File: config.mk
export PLATFORM = sky130hd
export DESIGN_NAME = qdr_rx
export DESIGN_NICKNAME = d
export VERILOG_FILES = /design/src/logic/qdr_pkg.sv /design/src/logic/qdr_rx.sv
export SDC_FILE = /design/constraint.sdc
export NUM_CORES = 1
export LEC_CHECK = 0
export BUFFER_PORTS_ARGS = -buffer_cell sky130_fd_sc_hd__clkbuf_2
export CAP_MARGIN = 10
export CORE_AREA = 3 3 315 193
export DETAILED_ROUTE_END_ITERATION = 10
export DIE_AREA = 0 0 318 196
export SLEW_MARGIN = 20
export SYNTH_ARGS = -nofsm -noshare
export SYNTH_HDL_FRONTEND = slang
export SYNTH_HIERARCHICAL = 1
export SYNTH_SLANG_ARGS = --single-unit
File: constraint.sdc
create_clock -name clk_in -period 7.4 [get_ports clk_in]
set_input_delay 1.48 -clock clk_in [delete_from_list [all_inputs] [get_ports clk_in]]
set_output_delay 1.48 -clock clk_in [all_outputs]
set_load 0.1 [all_outputs]
File: src/logic/qdr_pkg.sv
`default_nettype none
package qdr_pkg;
  // Fixed part of the seven-bit slave address
  localparam logic [4:0] ADDR_PFX   = 5'h13;
  // High-speed master code prefix, low three bits free
  localparam logic [4:0] MCODE_PFX  = 5'h01;
  localparam logic [3:0] BITS_BYTE  = 4'h8;
  localparam logic [1:0] LOAD_TEMP  = 2'h0;
  localparam logic [1:0] LOAD_BCAST = 2'h3;
  // Control byte fields
  localparam int CTL_EXT_HI  = 7;
  localparam int CTL_EXT_LO  = 6;
  localparam int CTL_LOAD_HI = 5;
  localparam int CTL_LOAD_LO = 4;
  localparam int CTL_CH_HI   = 2;
  localparam int CTL_CH_LO   = 1;
  localparam int CTL_KIND    = 0;
  // Top two bits of a data or power-down byte
  localparam int TOP_HI      = 7;
  localparam int TOP_LO      = 6;
  localparam int FIFO_DEPTH  = 32;

  typedef enum logic [7:0] {
    QDR_IDLE = 8'h01,
    QDR_ADDR = 8'h02,
    QDR_CTRL = 8'h04,
    QDR_DHI  = 8'h08,
    QDR_DLO  = 8'h10,
    QDR_PHI  = 8'h20,
    QDR_PLO  = 8'h40,
    QDR_SKIP = 8'h80
  } qdr_state_t;

  // One received update for the converter core
  typedef struct packed {
    logic [1:0] chan;
    logic [1:0] load;
    logic       upd;
    logic       pd;
    logic [1:0] pd_mode;
    logic [9:0] data;
  } qdr_rec_t;
endpackage
`default_nettype wire

File: src/logic/qdr_rx.sv
`default_nettype none
// Behaviour
// - Control byte: select bits, load action, ignored bit, channel, data kind.
// - Control byte bit zero chooses conversion data or power-down data.
// - Kind zero: high/low data pairs repeat until stop or repeated start.
// - High byte holds D9..D2; low byte top two bits D1, D0, rest ignored.
// - Kind one: exactly two power-down bytes follow the control byte.
// - The high-speed master code is never acknowledged.
// - Matching write address after a restart is acknowledged, SDA low.
// - Control byte with matching select bits or broadcast load, and later data or power-down bytes, get acknowledged.
// - Update released at the falling edge ending the low byte acknowledge.
// - Load action 00 writes only the holding register, no converter update.
module qdr_fifo #(
  parameter int W = 18,
  parameter int D = 32
) (
  // Clock and reset
  input  wire logic         clk_in,
  input  wire logic         sys_rst_in,
  // Fill side
  input  wire logic         in_valid_in,
  output logic              in_ready_out,
  input  wire logic [W-1:0] in_data_in,
  // Drain side
  output logic              out_valid_out,
  input  wire logic         out_ready_in,
  output logic [W-1:0]      out_data_out
);
  localparam int AW = $clog2(D);
  logic [W-1:0] mem_q [D];
  logic [AW-1:0] wr_q;
  logic [AW-1:0] rd_q;
  logic [AW:0]   cnt_q;
  logic          wr_en;
  logic          rd_en;

  assign in_ready_out  = (cnt_q != (AW+1)'(D));
  assign out_valid_out = (cnt_q != '0);
  assign out_data_out  = mem_q[rd_q];
  assign wr_en = in_valid_in && in_ready_out;
  assign rd_en = out_valid_out && out_ready_in;

  always_ff @(posedge clk_in) begin
    if (wr_en) begin
      mem_q[wr_q] <= in_data_in;
    end
  end

  always_ff @(posedge clk_in) begin
    if (sys_rst_in) begin
      wr_q  <= '0;
      rd_q  <= '0;
      cnt_q <= '0;
    end else begin
      if (wr_en) begin
        wr_q <= (wr_q == AW'(D-1)) ? '0 : wr_q + 1'b1;
      end
      if (rd_en) begin
        rd_q <= (rd_q == AW'(D-1)) ? '0 : rd_q + 1'b1;
      end
      cnt_q <= cnt_q + (AW+1)'(wr_en) - (AW+1)'(rd_en);
    end
  end
endmodule

module qdr_rx (
  // Clock and reset
  input  wire logic              clk_in,
  input  wire logic              sys_rst_in,
  // Two-wire bus pins
  input  wire logic              scl_in,
  output logic                   scl_out,
  output logic                   scl_oe_out,
  input  wire logic              sda_in,
  output logic                   sda_out,
  output logic                   sda_oe_out,
  // Address straps
  input  wire logic              addr_sel_0_in,
  input  wire logic              addr_sel_1_in,
  input  wire logic              ext_addr_sel_2_in,
  input  wire logic              ext_addr_sel_3_in,
  // Update stream to the converter core
  output logic                   upd_valid_out,
  input  wire logic              upd_ready_in,
  output qdr_pkg::qdr_rec_t      upd_rec_out
);
  logic [2:0] scl_s;
  logic [2:0] sda_s;
  logic [1:0] a01_s1, a01_s2, a23_s1, a23_s2;
  logic       scl_rise, scl_fall, start_c, stop_c, byte_done, ack_end;
  logic       addr_hit, ctrl_hit, fifo_ready;
  qdr_pkg::qdr_state_t state_q;
  logic [3:0] cnt_q;
  logic [7:0] sh_q;
  logic [7:0] hi_q;
  logic [1:0] pdm_q;
  logic [1:0] chan_q;
  logic [1:0] load_q;
  logic       ack_q, inack_q, arm_q, pend_q;
  qdr_pkg::qdr_rec_t rec_q;

  // Bus pins and straps come from outside; two stages before any use
  always_ff @(posedge clk_in) begin
    if (sys_rst_in) begin
      scl_s  <= 3'h7;
      sda_s  <= 3'h7;
      a01_s1 <= 2'h0;
      a01_s2 <= 2'h0;
      a23_s1 <= 2'h0;
      a23_s2 <= 2'h0;
    end else begin
      scl_s  <= {scl_s[1:0], scl_in};
      sda_s  <= {sda_s[1:0], sda_in};
      a01_s1 <= {addr_sel_1_in, addr_sel_0_in};
      a01_s2 <= a01_s1;
      a23_s1 <= {ext_addr_sel_3_in, ext_addr_sel_2_in};
      a23_s2 <= a23_s1;
    end
  end

  assign scl_rise  = scl_s[1] && !scl_s[2];
  assign scl_fall  = !scl_s[1] && scl_s[2];
  assign start_c   = scl_s[1] && scl_s[2] && !sda_s[1] && sda_s[2];
  assign stop_c    = scl_s[1] && scl_s[2] && sda_s[1] && !sda_s[2];
  assign byte_done = scl_fall && !inack_q && (cnt_q == qdr_pkg::BITS_BYTE);
  assign ack_end   = scl_fall && inack_q;
  // The master code fails the prefix, so it never matches
  assign addr_hit  = (sh_q[7:1] == {qdr_pkg::ADDR_PFX, a01_s2})
                     && !sh_q[0];
  // Broadcast loads answer whatever the upper select bits are
  assign ctrl_hit  = (sh_q[qdr_pkg::CTL_EXT_HI:qdr_pkg::CTL_EXT_LO] == a23_s2)
                     || (sh_q[qdr_pkg::CTL_LOAD_HI:qdr_pkg::CTL_LOAD_LO]
                         == qdr_pkg::LOAD_BCAST);

  // Bit shifter
  always_ff @(posedge clk_in) begin
    if (sys_rst_in || start_c || stop_c) begin
      cnt_q <= 4'h0;
      sh_q  <= 8'h00;
    end else if (scl_rise && !inack_q && cnt_q != qdr_pkg::BITS_BYTE) begin
      sh_q  <= {sh_q[6:0], sda_s[1]};
      cnt_q <= cnt_q + 4'h1;
    end else if (ack_end) begin
      cnt_q <= 4'h0;
    end
  end

  // Byte sequencer and acknowledge driver
  always_ff @(posedge clk_in) begin
    if (sys_rst_in || stop_c) begin
      state_q <= qdr_pkg::QDR_IDLE;
      ack_q   <= 1'b0;
      inack_q <= 1'b0;
      arm_q   <= 1'b0;
    end else if (start_c) begin
      state_q <= qdr_pkg::QDR_ADDR;
      ack_q   <= 1'b0;
      inack_q <= 1'b0;
      arm_q   <= 1'b0;
    end else if (ack_end) begin
      ack_q   <= 1'b0;
      inack_q <= 1'b0;
      arm_q   <= 1'b0;
    end else if (byte_done) begin
      inack_q <= 1'b1;
      ack_q   <= 1'b0;
      unique case (state_q)
        qdr_pkg::QDR_ADDR: begin
          ack_q   <= addr_hit;
          state_q <= addr_hit ? qdr_pkg::QDR_CTRL : qdr_pkg::QDR_SKIP;
        end
        qdr_pkg::QDR_CTRL: begin
          ack_q   <= ctrl_hit;
          if (!ctrl_hit) begin
            state_q <= qdr_pkg::QDR_SKIP;
          end else if (sh_q[qdr_pkg::CTL_KIND]) begin
            state_q <= qdr_pkg::QDR_PHI;
          end else begin
            state_q <= qdr_pkg::QDR_DHI;
          end
        end
        qdr_pkg::QDR_DHI: begin
          ack_q   <= 1'b1;
          state_q <= qdr_pkg::QDR_DLO;
        end
        qdr_pkg::QDR_DLO: begin
          ack_q   <= 1'b1;
          arm_q   <= 1'b1;
          state_q <= qdr_pkg::QDR_DHI;
        end
        qdr_pkg::QDR_PHI: begin
          ack_q   <= 1'b1;
          state_q <= qdr_pkg::QDR_PLO;
        end
        qdr_pkg::QDR_PLO: begin
          ack_q   <= 1'b1;
          arm_q   <= 1'b1;
          state_q <= qdr_pkg::QDR_SKIP;
        end
        qdr_pkg::QDR_IDLE, qdr_pkg::QDR_SKIP: begin
          ack_q   <= 1'b0;
        end
      endcase
    end
  end

  // Control and payload capture
  always_ff @(posedge clk_in) begin
    if (sys_rst_in) begin
      chan_q <= 2'h0;
      load_q <= 2'h0;
      hi_q   <= 8'h00;
      pdm_q  <= 2'h0;
    end else if (byte_done) begin
      if (state_q == qdr_pkg::QDR_CTRL && ctrl_hit) begin
        chan_q <= sh_q[qdr_pkg::CTL_CH_HI:qdr_pkg::CTL_CH_LO];
        load_q <= sh_q[qdr_pkg::CTL_LOAD_HI:qdr_pkg::CTL_LOAD_LO];
      end
      if (state_q == qdr_pkg::QDR_DHI) begin
        hi_q <= sh_q;
      end
      if (state_q == qdr_pkg::QDR_PHI) begin
        pdm_q <= sh_q[qdr_pkg::TOP_HI:qdr_pkg::TOP_LO];
      end
    end
  end

  // Record release; SCL is stretched while the FIFO cannot take it
  always_ff @(posedge clk_in) begin
    if (sys_rst_in) begin
      pend_q        <= 1'b0;
      rec_q.chan    <= 2'h0;
      rec_q.load    <= 2'h0;
      rec_q.upd     <= 1'b0;
      rec_q.pd      <= 1'b0;
      rec_q.pd_mode <= 2'h0;
      rec_q.data    <= 10'h000;
    end else if (ack_end && arm_q) begin
      pend_q        <= 1'b1;
      rec_q.chan    <= chan_q;
      rec_q.load    <= load_q;
      rec_q.upd     <= (load_q != qdr_pkg::LOAD_TEMP);
      rec_q.pd      <= (state_q == qdr_pkg::QDR_SKIP);
      // Stale mode from an earlier power-down must not leak into data
      rec_q.pd_mode <= (state_q == qdr_pkg::QDR_SKIP) ? pdm_q : 2'h0;
      // Shifter still holds the low byte until the next bit arrives
      rec_q.data    <= {hi_q, sh_q[qdr_pkg::TOP_HI:qdr_pkg::TOP_LO]};
    end else if (pend_q && fifo_ready) begin
      pend_q        <= 1'b0;
    end
  end

  assign sda_out    = 1'b0;
  assign sda_oe_out = ack_q;
  assign scl_out    = 1'b0;
  assign scl_oe_out = pend_q && !fifo_ready;

  qdr_fifo #(
    .W ($bits(qdr_pkg::qdr_rec_t)),
    .D (qdr_pkg::FIFO_DEPTH)
  ) u_fifo (
    .clk_in        (clk_in),
    .sys_rst_in    (sys_rst_in),
    .in_valid_in   (pend_q),
    .in_ready_out  (fifo_ready),
    .in_data_in    (rec_q),
    .out_valid_out (upd_valid_out),
    .out_ready_in  (upd_ready_in),
    .out_data_out  (upd_rec_out)
  );
endmodule
`default_nettype wire

==> flow_metrics.env <==
export IMPL_path_class="reg2out"
export IMPL_synth_distinct_cells=61
export IMPL_yosys_most_used_dff="edfxtp_1"
export IMPL_cts_tree="built"
export IMPL_p_seq_share_pct=51.9
export IMPL_htree_num_levels=2
export IMPL_intPower_mw=5.91
export IMPL_cts_made_buffers=59
export IMPL_firstDrtPassIters=6
export IMPL_vias=13700
export IMPL_worstSetupStartpointType="flip-flop"
export IMPL_switching_share_pct=24.8
export IMPL_grt_pass1_vias=13200
export IMPL_antenna_found_initial=0
export IMPL_grt_usage_pct=18.7
export IMPL_grt_use_met3_pct=3.46
export IMPL_hold_start="scl_s[0]"
export IMPL_cts_sinks=667
export IMPL_syn2layout_area_growth_pct=11.8
export IMPL_core_area_sq_mm=0.0576
export IMPL_cts_clk_slew_worst_paths_ns=0.07
export IMPL_cts_root_buf="clkbuf_16"
export IMPL_pin_count=32
export IMPL_r2r_end="u_fifo/mem_q[31][11]"
export IMPL_synth_edf_count=576
export IMPL_status="complete, no violations"
export IMPL_rr_startpoint="u_fifo/cnt_q[2]"
export IMPL_crit_arrival_ns=3.84
export IMPL_rr_worst_depth=6
export IMPL_grt_use_met2_pct=27.2
export IMPL_p_per_area_mw_per_mm2=271
export IMPL_die_x_um=318
export IMPL_ys_top_cells_by_area="edfxtp_1 (67%), dfxtp_1 (7.0%), mux4_2 (6.2%), mux2i_1 (6.2%), a22oi_1 (3.2%)"
export IMPL_wire_per_inst_um=24.7
export IMPL_rows=68
export IMPL_finalSetupViolations=0
export IMPL_hold_violations=0
export IMPL_drt_iter0_markers=1496
export IMPL_clkPwrFrac_pct=37.6
export IMPL_busiest_layer="met1"
export IMPL_viasPerCell=5.76
export IMPL_slew_headroom_pct=30.0
export IMPL_worstPathRequired_ns=5.92
export IMPL_postCtsHoldBufs=0
export IMPL_die_area_sq_mm=0.0623
export IMPL_ant_nets=0
export IMPL_cts_resized=0
export IMPL_clk_insertion_delay_late_ns=0.63
export IMPL_overflow=0
export IMPL_synth_area_sq_mm=0.0260
export IMPL_yosysWarnings=6
export IMPL_synthArstFlopShare_pct=0
export IMPL_finalWirelength_um=58600
export IMPL_syn_area_per_cell_sq_um=17.3
export IMPL_path_max_fanout=44
export IMPL_gp_congestion=0.787
export IMPL_yosysMostFrequentCell="edfxtp_1"
export IMPL_worstMarginPinSlew_ns=1.05
export IMPL_slew_violations=0
export IMPL_grt_max_degree=137
export IMPL_die_h_um=196
export IMPL_post_route_min_period_ns=5.32
export IMPL_diodes=0
export IMPL_grt_pass1_wl_um=87400
export IMPL_cts_path_max_buffers=3
export IMPL_synth_top_area_cell="edfxtp_1"
export IMPL_p_total_mw=7.86
export IMPL_pwr_share_comb_pct=10.4
export IMPL_synth_common_cells="edfxtp_1 (576), mux2i_1 (160), a22oi_1 (111)"
export IMPL_fin_nets=1584
export IMPL_worstSetupEndpointType="primary output"
export IMPL_synthCells=1503
export IMPL_fillerInstances=4661
export IMPL_fin_tns_setup_ns=0
export IMPL_fmax_ghz=0.188
export IMPL_fin_crit_sh_pct=71.8
export IMPL_start_util_pct=45.1
export IMPL_power_switching_mw=1.95
export IMPL_rsz0062_at_grt="false"
export IMPL_hp_class="reg2reg"
export IMPL_r2r_slack_ns=4.59
export IMPL_drive_gt1_share_pct=18.6
export IMPL_synth_top_area_share_pct=66.6
export IMPL_io_buffers=29
export IMPL_grtUsageMet1_pct=29.1
export IMPL_ir_worst_vdd_v=0.000185
export IMPL_fin_skew_ns=0.0238
export IMPL_hold_end="scl_s[1]"
export IMPL_p_leak_nw=8.91
export IMPL_drc=0
export IMPL_cts_setup_buffers=0
export IMPL_ys_ff_latch=667
export IMPL_drv_cap=0
export IMPL_dp_hpwl_um=34000
export IMPL_hold_depth=1
export IMPL_ys_seq_area_share_pct=73.6
-- worst max path at each step --
stage / depth (start not counted) / from / slack [ns] / to
2_1_floorplan: 4 / flip-flop / 3.63 / upd_rec_out[10]
3_3_place_gp: 5 / flip-flop / 2.72 / upd_rec_out[6]
3_5_place_dp: 5 / flip-flop / 2.65 / upd_rec_out[6]
4_1_cts: 5 / flip-flop / 1.98 / upd_rec_out[6]
5_1_grt: 5 / flip-flop / 1.79 / upd_rec_out[6]
6_report: 5 / flip-flop / 2.08 / upd_rec_out[7]
-- critical path, cell delays in order, from the launching register on --
cell and delay (ns):
dfxtp_4 0.78, buf_4 0.79, mux4_2 0.60, a22oi_1 0.33, nand4_1 0.19, clkbuf_2 0.41
-- metal layers --
layer  vias up  part of all wire (%)
li1       6054                     -
met1      7105                    48
met5         -                     0
met4         0                   1.5
met3        62                   7.0
met2       461                    44
-- power by group through the flow --
stage          clock [mW]  sequential [mW]  combinational, mW
6_report             2.96             4.08              0.820
5_1_grt              3.20             4.09              0.865
4_1_cts              3.03             4.08              0.826
3_5_place_dp            0             4.17              0.823
3_3_place_gp            0             4.17              0.814
2_1_floorplan           0             4.14              0.666
-- layout make-up --
cell class,instances,area (sq um),area share [%]
Clock buffer,79,1620,5.59
Timing Repair Buffer,70,498,1.71
Sequential cell,667,19100,65.9
Tap cell,770,963,3.32
Inverter,19,73.8,0.254
Clock inverter,32,245,0.845
Multi-Input combinational cell,739,6490,22.4
-- placed cells by master, fill, tap and decap left out, drive strengths merged, types with 18 or more instances in the layout --
| cell | count |
|---|---|
| edfxtp | 576 |
| dfxtp | 91 |
| mux2i | 160 |
| a22oi | 111 |
| nand3 | 43 |
| clkinv | 21 |
| buf | 41 |
| a21oi | 44 |
| mux4 | 72 |
| inv | 20 |
| ha | 18 |
| clkbuf | 108 |
| nand2 | 73 |
| nor2 | 79 |
| nand4 | 21 |
-- cell families after synthesis --
kind of cell	after synthesis	synth area share [%]
fa+ha+maj	19	0.944
buf+inv	98	1.90
flops	667	73.6
simple gates	288	5.71
xor+xnor	13	0.438
mux	233	12.5
compound gates	184	4.89
other cells	1	0.0144
-- sequential cells by signal, indices dropped and copies added, names as in the netlist, 3 cells and up, named ones only --
name	cells
u_fifo/cnt_q	6
u_fifo/wr_q	5
state_q	8
scl_s	3
rec_q	18
sh_q	8
sda_s	3
hi_q	8
cnt_q	4
u_fifo/rd_q	5
u_fifo/mem_q	576
-- per-stage QoR --
stage / instance area, sq um / instances / setup slack (ns) / hold WS (ns) / util, %
floorplan: 26000 / 1504 / 3.63 / 0.389 / -
global placement: 27100 / 2264 / 2.72 / 0.401 / 47.1
detailed placement: 27100 / 2264 / 2.65 / 0.399 / 47.1
CTS: 29000 / 2375 / 1.98 / 0.415 / 50.3
global route: 29000 / 2376 / 1.79 / 0.422 / 50.4
finish: 29000 / 2376 / 2.08 / 0.414 / 50.4
(Power assumes the default switching activity.)
